$ cat src/design/spi_status_params.svh
`ifndef SPI_STATUS_PARAMS_SVH
`define SPI_STATUS_PARAMS_SVH
`define WORD_BITS   8
`define FIFO_DEPTH  16
`define REG_CTRL    8'h00
`define REG_STATUS  8'h04
`define REG_DATA    8'h08
`define CTRL_ON     15
`define CTRL_ENH    3
`define CTRL_FRM    2
`define CNT_BITS    5
`define ST_RXCNT    24
`define ST_TXCNT    16
`define ST_FRAME_ERROR_FLAG   12
`define ST_BUSY     11
`define ST_TUR      8
`define ST_SHIFTER_EMPTY_FLAG     7
`define ST_ROV      6
`define ST_RBE      5
`define ST_TBE      3
`define ST_TBF      1
`define ST_RBF      0
`define RESP_OKAY   2'h0
`define RESP_SLVERR 2'h2
`define LINK_PINS_IDLE 3'h1
`endif

$ cat src/design/spi_status_pkg.sv
package spi_status_pkg;
  typedef enum logic {
    LINK_IDLE,
    LINK_SHIFT
  } link_state_t;

  typedef struct packed {
    logic on;
    logic enh;
    logic frm;
  } ctrl_t;
endpackage

$ cat src/design/spi_link_if.sv
`timescale 1ns/1ps
interface spi_link_if #(
  parameter int W = 8
) ();
  logic         en;
  logic         framed;
  logic         tx_valid;
  logic [W-1:0] tx_word;
  logic         tx_take;
  logic         rx_done;
  logic [W-1:0] rx_word;
  logic         busy;
  logic         shifter_empty;
  logic         frame_err;
  logic         underrun;

  modport core (
    output en, framed, tx_valid, tx_word,
    input  tx_take, rx_done, rx_word, busy, shifter_empty, frame_err,
    input  underrun
  );
  modport shifter (
    input  en, framed, tx_valid, tx_word,
    output tx_take, rx_done, rx_word, busy, shifter_empty, frame_err,
    output underrun
  );
endinterface

$ cat src/design/spi_shifter.sv
`timescale 1ns/1ps
`include "spi_status_params.svh"
module spi_shifter #(
  parameter int W = 8
) (
  // system
  input  wire logic    sys_clk,
  input  wire logic    rstn,
  // serial pins
  input  wire logic    sck,
  input  wire logic    sdi,
  input  wire logic    ss_n,
  output logic         sdo,
  output logic         sdo_oe,
  // core side
  spi_link_if.shifter  lk
);
  localparam int CW = $clog2(W);

  typedef struct packed {
    logic [2:0]                  s1;
    logic [2:0]                  s2;
    logic [2:0]                  s3;
    logic [2:0]                  pin;
    spi_status_pkg::link_state_t st;
    logic [CW-1:0]               cnt;
    logic [W-1:0]                txsh;
    logic [W-1:0]                rxsh;
    logic [W-1:0]                rx_word;
    logic                        loaded;
    logic                        sdo;
    logic                        take;
    logic                        done;
    logic                        ferr;
    logic                        urun;
  } sh_t;

  sh_t s_q;
  sh_t s_d;
  logic rise;
  logic fall;
  logic sel;
  logic desel;

  // next word into shifter, zeros when none waits, plus underrun in framed mode
  function automatic sh_t load(input sh_t s);
    sh_t r;
    r = s;
    r.take   = lk.tx_valid;
    r.loaded = lk.tx_valid;
    r.txsh   = lk.tx_valid ? lk.tx_word : '0;
    r.urun   = !lk.tx_valid && lk.framed;
    return r;
  endfunction

  always_comb begin
    s_d      = s_q;
    s_d.take = 1'b0;
    s_d.done = 1'b0;
    s_d.ferr = 1'b0;
    s_d.urun = 1'b0;
    s_d.s1   = {sck, sdi, ss_n};
    s_d.s2   = s_q.s1;
    s_d.s3   = s_q.s2;
    s_d.pin  = (s_q.s2 & s_q.s3) | (s_q.pin & (s_q.s2 ^ s_q.s3));
    rise     = s_d.pin[2] && !s_q.pin[2];
    fall     = !s_d.pin[2] && s_q.pin[2];
    sel      = !s_d.pin[0] && s_q.pin[0];
    desel    = s_d.pin[0] && !s_q.pin[0];
    unique case (s_q.st)
      spi_status_pkg::LINK_IDLE: begin
        s_d.loaded = 1'b0;
        if (lk.en && sel) begin
          s_d     = load(s_d);
          s_d.cnt = '0;
          s_d.sdo = s_d.txsh[W-1];
          s_d.st  = spi_status_pkg::LINK_SHIFT;
        end
      end
      spi_status_pkg::LINK_SHIFT: begin
        if (!lk.en) begin
          s_d.st = spi_status_pkg::LINK_IDLE;
        end else if (desel) begin
          s_d.ferr = lk.framed && (s_q.cnt != '0);
          s_d.st   = spi_status_pkg::LINK_IDLE;
        end else if (rise) begin
          s_d.rxsh = {s_q.rxsh[W-2:0], s_d.pin[1]};
          if (s_q.cnt == CW'(W - 1)) begin
            s_d.done    = 1'b1;
            s_d.rx_word = s_d.rxsh;
            s_d.cnt     = '0;
            s_d         = load(s_d);
          end else begin
            s_d.cnt = s_q.cnt + 1'b1;
          end
        end else if (fall) begin
          if (s_q.cnt != '0) begin
            s_d.txsh = {s_q.txsh[W-2:0], 1'b0};
          end
          s_d.sdo = s_d.txsh[W-1];
        end
      end
    endcase
  end

  always_ff @(posedge sys_clk or negedge rstn) begin
    if (!rstn) begin
      s_q <= '{s1: `LINK_PINS_IDLE, s2: `LINK_PINS_IDLE,
               s3: `LINK_PINS_IDLE, pin: `LINK_PINS_IDLE,
               st: spi_status_pkg::LINK_IDLE, default: '0};
    end else begin
      s_q <= s_d;
    end
  end

  assign sdo              = s_q.sdo;
  assign sdo_oe           = s_q.st == spi_status_pkg::LINK_SHIFT;
  assign lk.tx_take       = s_q.take;
  assign lk.rx_done       = s_q.done;
  assign lk.rx_word       = s_q.rx_word;
  assign lk.busy          = s_q.st == spi_status_pkg::LINK_SHIFT;
  assign lk.shifter_empty = !s_q.loaded;
  assign lk.frame_err     = s_q.ferr;
  assign lk.underrun      = s_q.urun;
endmodule

$ cat src/design/spi_status_flags.sv
// The register addresses and the AXI4-Lite interface to the registers were left to the implementer.
`timescale 1ns/1ps
`include "spi_status_params.svh"

// Overview of operation
// - status bits 28-24 give the receive buffer element count
// - status bits 20-16 give the transmit buffer element count
// - frame error flag set by hardware in framed mode, cleared by software
// - activity bit high while a transaction runs, low when idle
// - underrun flag set when transmit buffer is empty in framed mode
// - underrun stays set until written zero or unit disabled
// - shifter empty bit is one when the shift register holds nothing
// - word arriving while receive buffer full sets overflow and is dropped
// - overflow set only by hardware, cleared by zero write or disable
// - receive empty bit high exactly when read and write pointers match
// - unimplemented status bits read as zero
module spi_status_flags #(
  parameter int AW    = 8,
  parameter int W     = `WORD_BITS,
  parameter int DEPTH = `FIFO_DEPTH
) (
  // system
  input  wire logic          sys_clk,
  input  wire logic          rstn,
  // axi4-lite write address
  input  wire logic [AW-1:0] awaddr,
  input  wire logic          awvalid,
  output logic               awready,
  // axi4-lite write data
  input  wire logic [31:0]   wdata,
  input  wire logic [3:0]    wstrb,
  input  wire logic          wvalid,
  output logic               wready,
  // axi4-lite write response
  output logic [1:0]         bresp,
  output logic               bvalid,
  input  wire logic          bready,
  // axi4-lite read address
  input  wire logic [AW-1:0] araddr,
  input  wire logic          arvalid,
  output logic               arready,
  // axi4-lite read data
  output logic [31:0]        rdata,
  output logic [1:0]         rresp,
  output logic               rvalid,
  input  wire logic          rready,
  // serial link
  input  wire logic          sck,
  input  wire logic          sdi,
  input  wire logic          ss_n,
  output logic               sdo,
  output logic               sdo_oe
);
  localparam int PW = $clog2(DEPTH) + 1;
  localparam int IW = PW - 1;

  typedef struct packed {
    logic                      aw_hold;
    logic [AW-1:0]             aw_addr;
    logic                      w_hold;
    logic [31:0]               w_data;
    logic [3:0]                w_strb;
    logic                      bvalid;
    logic [1:0]                bresp;
    logic                      rvalid;
    logic [31:0]               rdata;
    logic [1:0]                rresp;
    spi_status_pkg::ctrl_t     ctrl;
    logic                      frm_err;
    logic                      tur;
    logic                      rov;
    logic [PW-1:0]             tx_wr;
    logic [PW-1:0]             tx_rd;
    logic [PW-1:0]             rx_wr;
    logic [PW-1:0]             rx_rd;
    logic [DEPTH-1:0][W-1:0]   tx_mem;
    logic [DEPTH-1:0][W-1:0]   rx_mem;
  } state_t;

  state_t        s_q;
  state_t        s_d;
  logic [PW-1:0] cap;
  logic [PW-1:0] tx_cnt;
  logic [PW-1:0] rx_cnt;
  logic [PW-1:0] rx_cnt_d;
  logic          tx_full;
  logic          tx_empty;
  logic          rx_full;
  logic          rx_empty;
  logic          do_wr;
  logic          do_rd;
  logic [31:0]   wmask;
  logic [31:0]   stat_w;
  logic [31:0]   ctrl_w;
  logic [31:0]   data_w;
  logic          aw_take;
  logic          w_take;
  logic          b_done;
  logic          r_done;
  logic          wr_ctrl;
  logic          wr_stat;
  logic          wr_data;
  logic          wr_miss;
  logic          rd_ctrl;
  logic          rd_stat;
  logic          rd_data;
  logic          rd_miss;
  logic          rd_pop;
  logic          tx_push;
  logic          rx_push;
  logic          clr_frm;
  logic          clr_tur;
  logic          clr_rov;
  logic          set_frm;
  logic          set_tur;
  logic          set_rov;
  logic [31:0]   rd_word;
  logic [1:0]    rd_resp;

  spi_link_if #(.W(W)) lk ();

  spi_shifter #(
    .W (W)
  ) u_shifter (
    .sys_clk (sys_clk),
    .rstn    (rstn),
    .sck     (sck),
    .sdi     (sdi),
    .ss_n    (ss_n),
    .sdo     (sdo),
    .sdo_oe  (sdo_oe),
    .lk      (lk)
  );

  // buffers hold one word unless enhanced mode opens the full depth
  assign cap      = s_q.ctrl.enh ? PW'(DEPTH) : PW'(1);
  assign tx_cnt   = s_q.tx_wr - s_q.tx_rd;
  assign rx_cnt   = s_q.rx_wr - s_q.rx_rd;
  assign tx_full  = tx_cnt == cap;
  assign tx_empty = tx_cnt == '0;
  assign rx_full  = rx_cnt == cap;
  assign rx_empty = s_q.rx_rd == s_q.rx_wr;

  assign lk.en       = s_q.ctrl.on;
  assign lk.framed   = s_q.ctrl.frm;
  assign lk.tx_valid = !tx_empty;
  assign lk.tx_word  = s_q.tx_mem[s_q.tx_rd[IW-1:0]];

  // byte lane strobes widened to a bit mask
  always_comb begin
    for (int b = 0; b < 4; b++) begin
      wmask[8*b +: 8] = {8{s_q.w_strb[b]}};
    end
  end

  assign do_wr = s_q.aw_hold && s_q.w_hold && !s_q.bvalid;
  assign do_rd = arvalid && !s_q.rvalid;

  assign aw_take = awvalid && awready;
  assign w_take  = wvalid && wready;
  assign b_done  = s_q.bvalid && bready;
  assign r_done  = s_q.rvalid && rready;

  // register select for the held write and the offered read
  always_comb begin
    wr_ctrl = s_q.aw_addr == AW'(`REG_CTRL);
    wr_stat = s_q.aw_addr == AW'(`REG_STATUS);
    wr_data = s_q.aw_addr == AW'(`REG_DATA);
    wr_miss = !(wr_ctrl || wr_stat || wr_data);
    rd_ctrl = araddr == AW'(`REG_CTRL);
    rd_stat = araddr == AW'(`REG_STATUS);
    rd_data = araddr == AW'(`REG_DATA);
    rd_miss = !(rd_ctrl || rd_stat || rd_data);
  end

  // software side effects: zero writes clear, data reads pop
  always_comb begin
    clr_frm = do_wr && wr_stat && wmask[`ST_FRAME_ERROR_FLAG]
              && !s_q.w_data[`ST_FRAME_ERROR_FLAG];
    clr_tur = do_wr && wr_stat && wmask[`ST_TUR]
              && !s_q.w_data[`ST_TUR];
    clr_rov = do_wr && wr_stat && wmask[`ST_ROV]
              && !s_q.w_data[`ST_ROV];
    tx_push = do_wr && wr_data && s_q.w_strb[0] && !tx_full;
    rd_pop  = do_rd && rd_data && !rx_empty;
  end

  // hardware side effects from the shifter
  always_comb begin
    set_frm = lk.frame_err;
    set_tur = lk.underrun;
    set_rov = lk.rx_done && rx_cnt_d == cap;
    rx_push = lk.rx_done && !set_rov;
  end

  // read word and response for the offered address
  always_comb begin
    rd_word = 32'h0000_0000;
    rd_resp = `RESP_OKAY;
    if (rd_ctrl) begin
      rd_word = ctrl_w;
    end else if (rd_stat) begin
      rd_word = stat_w;
    end else if (rd_data) begin
      rd_word = data_w;
    end else begin
      rd_resp = `RESP_SLVERR;
    end
  end

  // status word, unused positions stay zero
  always_comb begin
    stat_w = '0;
    stat_w[`ST_RXCNT +: `CNT_BITS] = `CNT_BITS'(rx_cnt);
    stat_w[`ST_TXCNT +: `CNT_BITS] = `CNT_BITS'(tx_cnt);
    stat_w[`ST_FRAME_ERROR_FLAG] = s_q.frm_err;
    stat_w[`ST_BUSY]   = lk.busy;
    stat_w[`ST_TUR]    = s_q.tur;
    stat_w[`ST_SHIFTER_EMPTY_FLAG]   = lk.shifter_empty;
    stat_w[`ST_ROV]    = s_q.rov;
    stat_w[`ST_RBE]    = rx_empty;
    stat_w[`ST_TBE]    = tx_empty;
    stat_w[`ST_TBF]    = tx_full;
    stat_w[`ST_RBF]    = rx_full;
  end

  always_comb begin
    ctrl_w            = '0;
    ctrl_w[`CTRL_ON]  = s_q.ctrl.on;
    ctrl_w[`CTRL_ENH] = s_q.ctrl.enh;
    ctrl_w[`CTRL_FRM] = s_q.ctrl.frm;
  end

  assign data_w = rx_empty ? 32'h0000_0000
                           : 32'(s_q.rx_mem[s_q.rx_rd[IW-1:0]]);

  always_comb begin
    s_d = s_q;
    // address and data captured independently
    if (aw_take) begin
      s_d.aw_hold = 1'b1;
      s_d.aw_addr = awaddr;
    end
    if (w_take) begin
      s_d.w_hold = 1'b1;
      s_d.w_data = wdata;
      s_d.w_strb = wstrb;
    end
    if (b_done) begin
      s_d.bvalid = 1'b0;
    end
    if (r_done) begin
      s_d.rvalid = 1'b0;
    end
    // register write
    if (do_wr) begin
      s_d.aw_hold = 1'b0;
      s_d.w_hold  = 1'b0;
      s_d.bvalid  = 1'b1;
      s_d.bresp   = `RESP_OKAY;
      if (wr_miss) begin
        s_d.bresp = `RESP_SLVERR;
      end
      if (wr_ctrl) begin
        if (wmask[`CTRL_ON]) begin
          s_d.ctrl.on = s_q.w_data[`CTRL_ON];
        end
        if (wmask[`CTRL_ENH]) begin
          s_d.ctrl.enh = s_q.w_data[`CTRL_ENH];
        end
        if (wmask[`CTRL_FRM]) begin
          s_d.ctrl.frm = s_q.w_data[`CTRL_FRM];
        end
      end
    end
    if (tx_push) begin
      s_d.tx_mem[s_q.tx_wr[IW-1:0]] = s_q.w_data[W-1:0];
      s_d.tx_wr = s_q.tx_wr + 1'b1;
    end
    // register read, a data read pops one received word
    if (do_rd) begin
      s_d.rvalid = 1'b1;
      s_d.rresp  = rd_resp;
      s_d.rdata  = rd_word;
    end
    if (rd_pop) begin
      s_d.rx_rd = s_q.rx_rd + 1'b1;
    end
    // sticky flags, a set wins over a clear in the same cycle
    if (clr_frm) begin
      s_d.frm_err = 1'b0;
    end
    if (clr_tur) begin
      s_d.tur = 1'b0;
    end
    if (clr_rov) begin
      s_d.rov = 1'b0;
    end
    if (set_frm) begin
      s_d.frm_err = 1'b1;
    end
    if (set_tur) begin
      s_d.tur = 1'b1;
    end
    if (set_rov) begin
      s_d.rov = 1'b1;
    end
    // link events on the buffers
    if (lk.tx_take) begin
      s_d.tx_rd = s_q.tx_rd + 1'b1;
    end
    if (rx_push) begin
      s_d.rx_mem[s_q.rx_wr[IW-1:0]] = lk.rx_word;
      s_d.rx_wr = s_q.rx_wr + 1'b1;
    end
    // disabled unit drops buffers and sticky flags
    if (!s_q.ctrl.on) begin
      s_d.tx_rd   = s_d.tx_wr;
      s_d.rx_rd   = s_d.rx_wr;
      s_d.frm_err = 1'b0;
      s_d.tur     = 1'b0;
      s_d.rov     = 1'b0;
    end
  end

  // fill level after this cycle's software pop
  assign rx_cnt_d = s_q.rx_wr - (do_rd && araddr == AW'(`REG_DATA)
                                 && !rx_empty ? s_q.rx_rd + 1'b1
                                              : s_q.rx_rd);

  always_ff @(posedge sys_clk or negedge rstn) begin
    if (!rstn) begin
      s_q <= '0;
    end else begin
      s_q <= s_d;
    end
  end

  assign awready = !s_q.aw_hold;
  assign wready  = !s_q.w_hold;
  assign bvalid  = s_q.bvalid;
  assign bresp   = s_q.bresp;
  assign arready = !s_q.rvalid;
  assign rvalid  = s_q.rvalid;
  assign rdata   = s_q.rdata;
  assign rresp   = s_q.rresp;
endmodule

$ cat config.mk
export PLATFORM = sky130hd
export DESIGN_NAME = spi_status_flags
export DESIGN_NICKNAME = d
export VERILOG_FILES = /design/src/design/spi_status_pkg.sv /design/src/design/spi_link_if.sv /design/src/design/spi_shifter.sv /design/src/design/spi_status_flags.sv
export VERILOG_INCLUDE_DIRS = /design/src /design/src/design
export SDC_FILE = /design/constraint.sdc
export NUM_CORES = 1
export LEC_CHECK = 0
export ABC_AREA = 1
export BUFFER_PORTS_ARGS = -buffer_cell sky130_fd_sc_hd__buf_2
export CAP_MARGIN = 20
export CORE_MARGIN = 2
export CORE_UTILIZATION = 35
export DETAILED_ROUTE_END_ITERATION = 8
export SLEW_MARGIN = 20
export SYNTH_ARGS = -nofsm -noshare
export SYNTH_HDL_FRONTEND = slang
export SYNTH_HIERARCHICAL = 1
export SYNTH_SLANG_ARGS = --single-unit
$ cat constraint.sdc
create_clock -name sys_clk -period 7.45 [get_ports sys_clk]
set_clock_uncertainty 0.15 [all_clocks]
set_input_delay 0.3725 -clock sys_clk [delete_from_list [all_inputs] [get_ports sys_clk]]
set_output_delay 0.3725 -clock sys_clk [all_outputs]
set_load 0.03 [all_outputs]
* Yosys cells after proc, flatten, opt, wreduce, memory -nomap -nowiden
Cells that the tools add are included.
** Storage, ports and cells
- Output and inout port bits :: 43
- Input port bits :: 62
- Logic and storage cells :: 233
- Register bits :: 411
** Operators by class
- $add $sub $neg :: 8
- Reduce and logical (&&, ||, !) cells :: 64
- Bitwise gates (word level) :: 5
- Magnitude comparators :: 6
- Multiplexer cells :: 59
- Eq/ne operators :: 23
** Operators with widths (count)
- 128-bit bitwise mux :: 2
- 46-bit case mux with 2 select lines :: 1
- 8-bit 2-to-1 mux :: 10
- 8-bit binary-select mux with 4-bit select :: 2
- 8-bit demux with 4-bit select :: 2
- 29-bit 2-to-1 mux :: 2
- 37-bit 2-to-1 mux :: 1
- 35-bit 2-to-1 mux :: 1
- 5-bit 2-to-1 mux :: 7
- 34-bit 2-to-1 mux :: 1
- 33-bit 2-to-1 mux :: 1
- 31-bit 2-to-1 mux :: 1
- 30-bit 2-to-1 mux :: 1
- 1-bit logical AND :: 29
- 5-bit by 1-bit adder with 5-bit output, second input constant :: 4
- 5-bit equality test :: 4
- 4-bit by 5-bit < comparator with 1-bit output, second input constant :: 4
- 17-bit 2-to-1 mux :: 1
- 8-bit by 3-bit equality test with 1-bit output, second input constant :: 2
- 8-bit by 4-bit equality test with 1-bit output, second input constant :: 2
- 1-bit logical NOT :: 16
- 8-bit logical NOT :: 2
- 1-bit 2-to-1 mux :: 16
- 5-bit AND reduction :: 3
- other kinds (23) :: 50

* Logic depth before layout (Yosys ltp)
Gate-level depths: netlist (run 1).
- Word-level depth :: 12
- Depth in mapped cells :: 27
- Mapped depth without buffers :: 23

* By module
The synthesis (run 1) kept the hierarchy.
** Modules (own cells, without submodules)
- spi_status_flags :: instances 1, cells each 1945, area an instance 16204.3 um^2, seq. area each 8282.9 um^2
- spi_shifter :: instances 1, cells each 237, area an instance 2083.2 um^2, seq. area each 1131.1 um^2

* Worst setup path before layout (run 1)
OpenSTA, ideal clock, no wires.
- Kind :: register to register
- Start point :: register s_q[257] (netlist name)
- End point :: register s_q[0] (netlist name)
- Stages on the path, launching flop included :: 25
- Required time :: 7.183 ns
- Clock period less this slack :: 3.924 ns
- Path buffers :: 5
- Arrival :: 3.657 ns
- Library setup time :: 0.117 ns
- Slack :: 3.526 ns
- Cells stage by stage :: dfrtp_1 > clkbuf_1 > inv_1 > clkbuf_1 > clkbuf_1 > ha_1 > nand2_1 > nor2_2 > nand2_4 > nand3_4 > xor2_1 > inv_1 > ha_1 > fa_1 > o21ai_0 > a21oi_1 > nand3_1 > nor2_2 > nand2_4 > nand2_4 > inv_6 > buf_12 > buf_6 > nand3_1 > nand2_1
** On the way
- Longest elaborated chain between the ends :: 9
- Elaborated cells on any way between the ends :: 10
- Classes of those cells :: add/sub (2); eq/ne (2); mux (1); reduce/logical (5)
** Ends and longest elaborated chain
- start: declaration :: RTL line spi_status_flags.sv:80 : state_t s_q;
- start signal: assignment :: RTL line spi_status_flags.sv:333 : s_q <= '0;
- start signal: assignment :: RTL line spi_status_flags.sv:335 : s_q <= s_d;
- parallel branches: the longest is 3 deep, another holds 5-bit by 1-bit adder with 5-bit output
- 5-bit 2-to-1 mux *
- 5-bit subtractor * :: RTL line spi_status_flags.sv:327 : assign rx_cnt_d = s_q.rx_wr - (do_rd && araddr == AW'(`REG_DATA)
- 5-bit equality test * :: RTL line spi_status_flags.sv:192 : set_rov = lk.rx_done && rx_cnt_d == cap;
- 1-bit logical AND * :: RTL line spi_status_flags.sv:192
- 1-bit logical NOT * :: RTL line spi_status_flags.sv:193 : rx_push = lk.rx_done && !set_rov;
- 1-bit logical AND * :: RTL line spi_status_flags.sv:193
Every way passes the cells marked *.
A chain may end at the register's enable or synchronous reset.

* Worst setup path after layout (run 1)
- Start point :: register s_q[259] (netlist name)
- End point :: register s_q[79] (netlist name)
Same word-level chain as after synthesis.

==> metrics.yaml, run 1 <==
routing:
  dr.first_iter.drc_count: 1275
  wl_met2_mm: 24.05
  wl_mm: 50.79
  routedWlPerCell_um: 17.47
  detail-route-antenna-nets: 0
  wl_met3_mm: 2.748
  wl_met1_mm: 22.48
  firstDrtPassIters: 5
  routed.top_layer: "met4"
  via_count: 15254
  drc: 0
  post_drt_via_cell_ratio: 5.247
floorplanning:
  die_w_um: 232.6
  io_pins: 105
  die_y_um: 232.6
  dieArea_mm2: 0.05409
  initial_core_util_pct: 35.50
  row_count: 83
  core_area_mm2: 0.05151
finish:
  areaGrowthSynthToFinish_pct: 12.21
  nNetsFinal: 2284
  stdcell_count: 2907
  antennaDiodeCount: 0
  drive_above_1_share_pct: 11.00
critical_path:
  r2r-end: "s_q[79]"
  arrival_ns: 5.19
  critPathBufInv: 4
  cp.depth: 21
  crit_path_frequent_cell: "nand2_4"
  cp-start-kind: "register"
  endpoint: "s_q[79]"
  worst-setup-path-type: "reg2reg"
  rrSetupSlack_ns: 2.58
  timing.critical_path.from: "s_q[259]"
  crit_path_cell_trace: "clkinv_1 > ha_1 > nand2_1 > nor2_2 > nand2_4 > nand3_4 > xor2_1 > inv_1 > ha_1 > fa_1 > nor2_1 > nand3_1 > nand3_1 > nand2_2 > nand2_4 > nand2_4 > inv_6 > buf_4 > nand2_4 > nand2_1 > nand2_1"
  critPathMaxStageDelay_ns: 0.55
  slowest_stage: "dfrtp_1"
  cp_max_fo: 79
  worstPathRequired_ns: 7.76
  reg2reg_depth: 21
  cp_top_family: "buffers and inverters"
  worstSetupEndpointType: "register"
  r2r-start: "s_q[259]"
synth:
  syn-cell-area_mm2: 0.01829
  synth_top_area_share_pct: 50.90
  ys_ff_latch: 376
  yosysWarnings: 6
  synthSimpleGateAreaFrac_pct: 24.32
  synthMuxAreaShare_pct: 0.6158
  synth_compound_area_share_pct: 13.55
  synth_top_family_by_area: "simple AND/OR/NAND/NOR gates"
  synthTopCellsByArea: "dfrtp_1 (51%), nand2_1 (12%), o21ai_0 (6.2%)"
  synth_cell_types: 49
  netlist_instances: 2182
  avgSynthCellArea_um2: 8.381
  synth_fa_ha_area_share_pct: 2.176
  yosysTopAreaCell: "dfrtp_1"
  synth-seq-area-share_pct: 51.48
  synth_xor_area_share_pct: 1.054
clock_network:
  cts_htree_levels: 2
  clockRootBuffer: "clkbuf_16"
  cts.sinks: 376
  clk_pin_slew_ns: 0.06
  tritoncts: "built"
  ctsLongestPathBuffers: 3
  cts_buffers: 43
  worstSkewPairLatency_ns: 0.59
power:
  p_per_area_mw_per_mm2: 273.4
  power_frac_seq_pct: 39.7
  pwr-share-comb_pct: 22.1
  switchingPower_mw: 1.896
  p_leak_nw: 9.927
  swShare_pct: 33.80
  intPower_mw: 3.713
  vdd_drop_max_mv: 0.2233
  pwr-share-clk_pct: 38.2
timing:
  fin_crit_ns: 4.871
  finalCritPeriodShare_pct: 65.39
  tightest_slew_ns: 1.002
  slew_headroom_pct: 33.19
  setup_viol: 0
  slew_violations: 0
  final-hold-violation-count: 0
  grt_setup_unrepaired: "false"
  tns_ns: 0
  fmax_mhz: 205.3
global_routing:
  grt_overflow: 0
  antenna_found_initial: 1
  grt_usage_pct: 19.09
  grt_pass1_wl_mm: 82.01
  grt_max_degree: 164
  grt_pass1_vias: 14796
placed_design:
  gp_congestion: 0.8473
  portBuffers: 69
  placed_cells: 2800
  dp.final_hpwl_mm: 32.29
outcome:
  status: "complete, no violations"
run:
  cap_violations: 0
worst_hold_path:
  hold_path.class: "in2reg"
-- metrics by stage --
| step | utilization (%) | total power [mW] | hold WS [ns] | setup slack, ns | area, um^2 |
|---|---|---|---|---|---|
| 2_1_floorplan | - | 3.056 | -0.07309 | 3.526 | 18330 |
| 3_5_place_dp | 36.52 | 3.489 | 0.1856 | 2.670 | 18810 |
| 4_1_cts | 39.83 | 5.655 | 0.07110 | 2.648 | 20520 |
| 3_3_place_gp | 36.52 | 3.472 | 0.1890 | 2.710 | 18810 |
| 5_1_grt | 39.84 | 5.889 | 0.08782 | 2.178 | 20520 |
| 6_report | 39.84 | 5.609 | 0.06826 | 2.579 | 20520 |
-- cell usage after synthesis (all sizes together) --
| library cell | n |
|---|---|
| nand2 | 602 |
| dfrtp | 372 |
| o21ai | 325 |
| nor2 | 202 |
| nand3 | 197 |
| inv | 90 |
| buf | 83 |
| clkbuf | 78 |
| a21oi | 45 |
| o22ai | 38 |
| ha | 27 |
| o221ai | 27 |
| nand4 | 17 |
| xor2 | 15 |
| mux2 | 10 |
| a22o | 7 |
| xnor2 | 7 |
| o211ai | 6 |
| nor3 | 5 |
| clkinv | 4 |
| dfstp | 4 |
| nor4 | 4 |
| and2 | 3 |
| fa | 3 |
| nand3b | 3 |
| o41ai | 2 |
| or2 | 2 |
| a21o | 1 |
| a22oi | 1 |
| conb | 1 |
| o311ai | 1 |
-- power groups by stage --
stage / Clock [mW] / Sequential (mW) / Combinational (mW)
4_1_cts: 2.19 / 2.23 / 1.24
3_5_place_dp: 0 / 2.26 / 1.22
6_report: 2.14 / 2.23 / 1.24
3_3_place_gp: 0 / 2.26 / 1.21
5_1_grt: 2.28 / 2.24 / 1.37
2_1_floorplan: 0 / 2.23 / 0.824
-- routing by layer --
metal  GRT usage [%]  up-vias
met5               0        -
met4           6.748        0
met3           2.586       93
met2           31.21      468
met1           25.91     7443
li1                -     7250
-- cell type report --
| cell class | count | area [um^2] |
|---|---|---|
| fill | 5246 | 30990 |
| sequential | 376 | 9417 |
| multi-input combinational | 1562 | 7674 |
| clock buffer | 60 | 1240 |
| tap | 680 | 850.8 |
| timing repair buffer | 115 | 780.7 |
| inverter | 94 | 359.1 |
| clock inverter | 20 | 198.9 |
-- sequential cells by signal (all words and copies together), names as in the netlist --
signal,flops
u_shifter/s_q,31
u_shifter/lk.rx_word,8
ctrl_w,1
bvalid,1
bresp,1
rresp,1
u_shifter/lk.rx_done,1
u_shifter/sdo,1
u_shifter/lk.frame_err,1
u_shifter/lk.tx_take,1
s_q,302
lk.framed,1
lk.en,1
rdata,22
rvalid,1
u_shifter/lk.underrun,1
u_shifter/lk.busy,1
-- logic make-up (layout without fill, tap and decap cells) --
kind of cell	count (synthesis)	count (layout)
AND/OR/NAND/NOR	1035	1035
AO/OA/AOI/OAI	453	453
flip-flops	376	376
buffers and inverters	255	289
adder cells (fa/ha/maj)	30	30
XOR/XNOR	22	22
multiplexers	10	10
other	1	12
-- tightest hold or removal path, cell delays in order --
cell	delay, ns
buf_2	0.10
inv_2	0.04
nor2_2	0.07
nand3_1	0.12
nand2_1	0.06
-- worst min-delay path by stage --
stage / from / to / slack [ns] / cells past startpoint
5_1_grt: arvalid / rdata[15] / 0.09 / 5
4_1_cts: arvalid / rdata[15] / 0.07 / 5
3_3_place_gp: u_shifter/s_q[45] / u_shifter/s_q[42] / 0.19 / 0
6_report: arvalid / rdata[15] / 0.07 / 5
2_1_floorplan: rstn / bresp[1] / -0.07 / 0
3_5_place_dp: u_shifter/s_q[44] / u_shifter/s_q[41] / 0.19 / 0
-- repair_timing --
action,in CTS,in global routing
setup endpoints to repair,0,0
endpoints found under the hold margin,89,0
hold buffers,27,0
setup buffers,0,0
gates resized for setup,0,0
-- placed cells by master, fill, tap and decap left out, drive strengths merged, types with 17 or more instances in the layout --
| cell | netlist | final |
|---|---|---|
| ha | 27 | 27 |
| o221ai | 27 | 27 |
| nor2 | 202 | 202 |
| nand3 | 197 | 197 |
| o21ai | 325 | 325 |
| o22ai | 38 | 38 |
| a21oi | 45 | 45 |
| nand2 | 602 | 602 |
| inv | 90 | 90 |
| dfrtp | 372 | 372 |
| clkbuf | 78 | 60 |
| nand4 | 17 | 17 |
| dlygate4sd3 | 0 | 27 |
| clkinv | 4 | 19 |
| buf | 83 | 88 |
(Power assumes the default switching activity.)
==> run 2: changes to the inputs <==
ABC_AREA = 0   (was 1)
clock period = 4.6 ns   (was 7.45 ns; I/O delays follow)
==> run 2 against run 1 <==
Against the previous run:
- die area decreased by 1.9%
- worst hold slack gained 0.024 ns
- via count fell by 31%
- count of clock-buffer cells in the layout grew 2
- register-to-register slack lost 2.4 ns
- setup slack got worse by 2.4 ns
- power rose by 45%
- critical path depth down 2
- final area rose by 0.49%
- critical endpoint is now s_q[11]
==> metrics.yaml, run 2 <==
synth:
  synth_compound_area_share_pct: 4.159
  synthTopCellsByArea: "dfrtp_1 (52%), mux2_2 (18%), mux4_2 (9.9%)"
  synth_top_area_share_pct: 51.91
  synth_fa_ha_area_share_pct: 2.219
  netlist_instances: 1254
  synth_edf_count: 0
  synth_most_common_cell: "dfrtp_1"
  avgSynthCellArea_um2: 14.30
  synth_cell_types: 78
  async_flop_share_pct: 100.0
  yosysWarnings: 6
  synth-seq-area-share_pct: 52.50
  ys_ff_latch: 376
  syn-cell-area_mm2: 0.01793
  synth_top_family_by_area: "multiplexers"
  synthSimpleGateAreaFrac_pct: 6.412
  synthMuxAreaShare_pct: 29.40
  ys_top_cells_by_count: "dfrtp_1 (372), mux2_2 (282), mux4_2 (79)"
  yosysTopAreaCell: "dfrtp_1"
  ys.flop_type: "dfrtp_1"
  synth_xor_area_share_pct: 1.361
clock_network:
  clk_pin_slew_ns: 0.06
  cts_htree_levels: 2
  worstSkewPairLatency_ns: 0.57
  cts.sinks: 376
  tritoncts: "built"
  ctsLongestPathBuffers: 3
  cts_buffers: 42
  clockRootBuffer: "clkbuf_16"
global_routing:
  grt_max_degree: 114
  grt_pass1_wl_mm: 65.17
  grt_usage_pct: 15.76
  grt_overflow: 0
  grt_pass1_vias: 11102
  antenna_found_initial: 1
routing:
  detail-route-antenna-nets: 0
  drc: 0
  post_drt_via_cell_ratio: 5.159
  wl_mm: 40.34
  routedWlPerCell_um: 19.72
  firstDrtPassIters: 5
  dr.first_iter.drc_count: 766
  via_count: 10556
placed_design:
  portBuffers: 69
  dp.final_hpwl_mm: 26.86
  post-place-ws_ns: 0.1577
  gp_congestion: 0.7963
finish:
  areaGrowthSynthToFinish_pct: 14.99
  layout_commonest_cell: "dfrtp_1"
  largest_reg_flops: 302
  nNetsFinal: 1432
  num-fill-cells: 4615
  layout_common_cells: "dfrtp_1 (370), mux2_2 (282), mux4_2 (79), buf_2 (68), nand2_1 (59)"
  largest-register: "s_q"
  drive_above_1_share_pct: 42.53
floorplanning:
  io_pins: 105
  dieArea_mm2: 0.05306
  core_area_mm2: 0.05038
  die_w_um: 230.4
  initial_core_util_pct: 35.60
  row_count: 82
  die_y_um: 230.4
timing:
  fin_crit_ns: 4.376
  tns_ns: 0
  final-hold-violation-count: 0
  tightest_slew_ns: 0.8950
  finalCritPeriodShare_pct: 95.13
  setup_viol: 0
  slew_violations: 0
  hold-worst-slack_ns: 0.09205
  layout_setup_ws_ns: 0.2242
  slew_headroom_pct: 40.24
  fmax_mhz: 228.5
critical_path:
  worstSetupEndpointType: "register"
  worst-setup-path-type: "reg2reg"
  r2r-end: "s_q[11]"
  cp_max_fo: 11
  r2r-start: "s_q[259]"
  timing.critical_path.from: "s_q[259]"
  reg2reg_depth: 19
  worstPathRequired_ns: 4.89
  endpoint: "s_q[11]"
  rrSetupSlack_ns: 0.22
  cp-start-kind: "register"
  arrival_ns: 4.67
run:
  cap_violations: 0
worst_hold_path:
  hold_path.class: "in2reg"
power:
  p_leak_nw: 9.616
  vdd_drop_max_mv: 0.2411
  p_per_area_mw_per_mm2: 394.7
outcome:
  status: "complete, no violations"
run 2: cell count changes after synthesis, moves of 34 or more:
| cell | before | now |
|---|---|---|
| o21ai_1 | 97 | 0 |
| nor2_1 | 192 | 27 |
| mux4_2 | 0 | 79 |
| nand3_1 | 192 | 19 |
| nand2_1 | 568 | 59 |
| o22ai_1 | 38 | 1 |
| inv_1 | 79 | 27 |
| o21ai_0 | 228 | 19 |
| mux2_2 | 10 | 282 |
| clkbuf_1 | 78 | 44 |
run 2: repair_timing:
item,CTS,global route
endpoints found under the setup margin,0,104
hold buffers,33,0
setup buffers,0,3
hold endpoints to repair,123,0
gates resized for setup,0,1
run 2: worst min path at each step:
stage | startpoint | endpoint | slack (ns) | depth (start not counted)
2_1_floorplan | rstn | bresp[1] | -0.22 | 0
3_3_place_gp | rstn | s_q[363] | 0.16 | 1
3_5_place_dp | rstn | s_q[363] | 0.16 | 1
4_1_cts | arvalid | rvalid | 0.08 | 4
5_1_grt | arvalid | rvalid | 0.15 | 4
6_report | arvalid | rvalid | 0.09 | 4
run 2: power breakdown:
group,switching [mW],total [mW],internal [mW]
Combinational,0.575,0.995,0.419
Clock,1.39,3.39,2.00
Sequential,0.270,3.76,3.49
run 2: metrics by stage:
stage | total power, mW | cell area, um^2 | instances | util, %
detailed placement | 4.804 | 18860 | 1932 | 37.43
finish | 8.140 | 20620 | 2046 | 40.93
global route | 8.518 | 20620 | 2046 | 40.93
floorplan | 4.440 | 17970 | 1265 | -
CTS | 8.253 | 20600 | 2042 | 40.88
global placement | 4.772 | 18860 | 1932 | 37.43
run 2: cells by family (layout without fill, tap and decap cells):
family,after synthesis,count (layout)
AOI/OAI and AO/OA,106,106
xor gates and xnor gates,27,27
and+or+nand+nor,194,194
other,1,13
buffers and inverters,134,242
muxes,386,386
adders and majority gates,30,30
DFF,376,376
run 2: worst max-delay path: stages, from the launching register on:
cell	delay, ns
dfrtp_1	0.40
inv_2	0.05
ha_1	0.33
nand4_1	0.14
o21a_1	0.21
nand2_1	0.09
nor2_1	0.05
buf_4	0.15
xor2_1	0.15
ha_1	0.25
fa_1	0.48
inv_2	0.16
nor3_1	0.08
o32a_1	0.19
a211oi_2	0.20
nand4_1	0.18
nand4_4	0.24
buf_4	0.21
nand3_4	0.18
mux2_2	0.34
run 2: layout make-up:
cell class                 instances  area, um^2  share of cell area (%)
antenna                            1       2.502                 0.01214
inverter                          30       112.6                  0.5461
tap                              672       840.8                   4.077
multi-input combinational        755        7856                   38.10
timing repair buffer             135       983.4                   4.769
sequential                       376        9417                   45.66
clock buffer                      62        1247                   6.049
clock inverter                    15       161.4                  0.7827
run 2: routing by layer:
metal	GRT usage (%)	vias to the layer above	share of wire, %
met5	0	-	0
met3	2.273	77	3.4
met1	20.74	5548	44
met2	26.68	178	50
met4	5.343	0	2.7
li1	-	4753	-
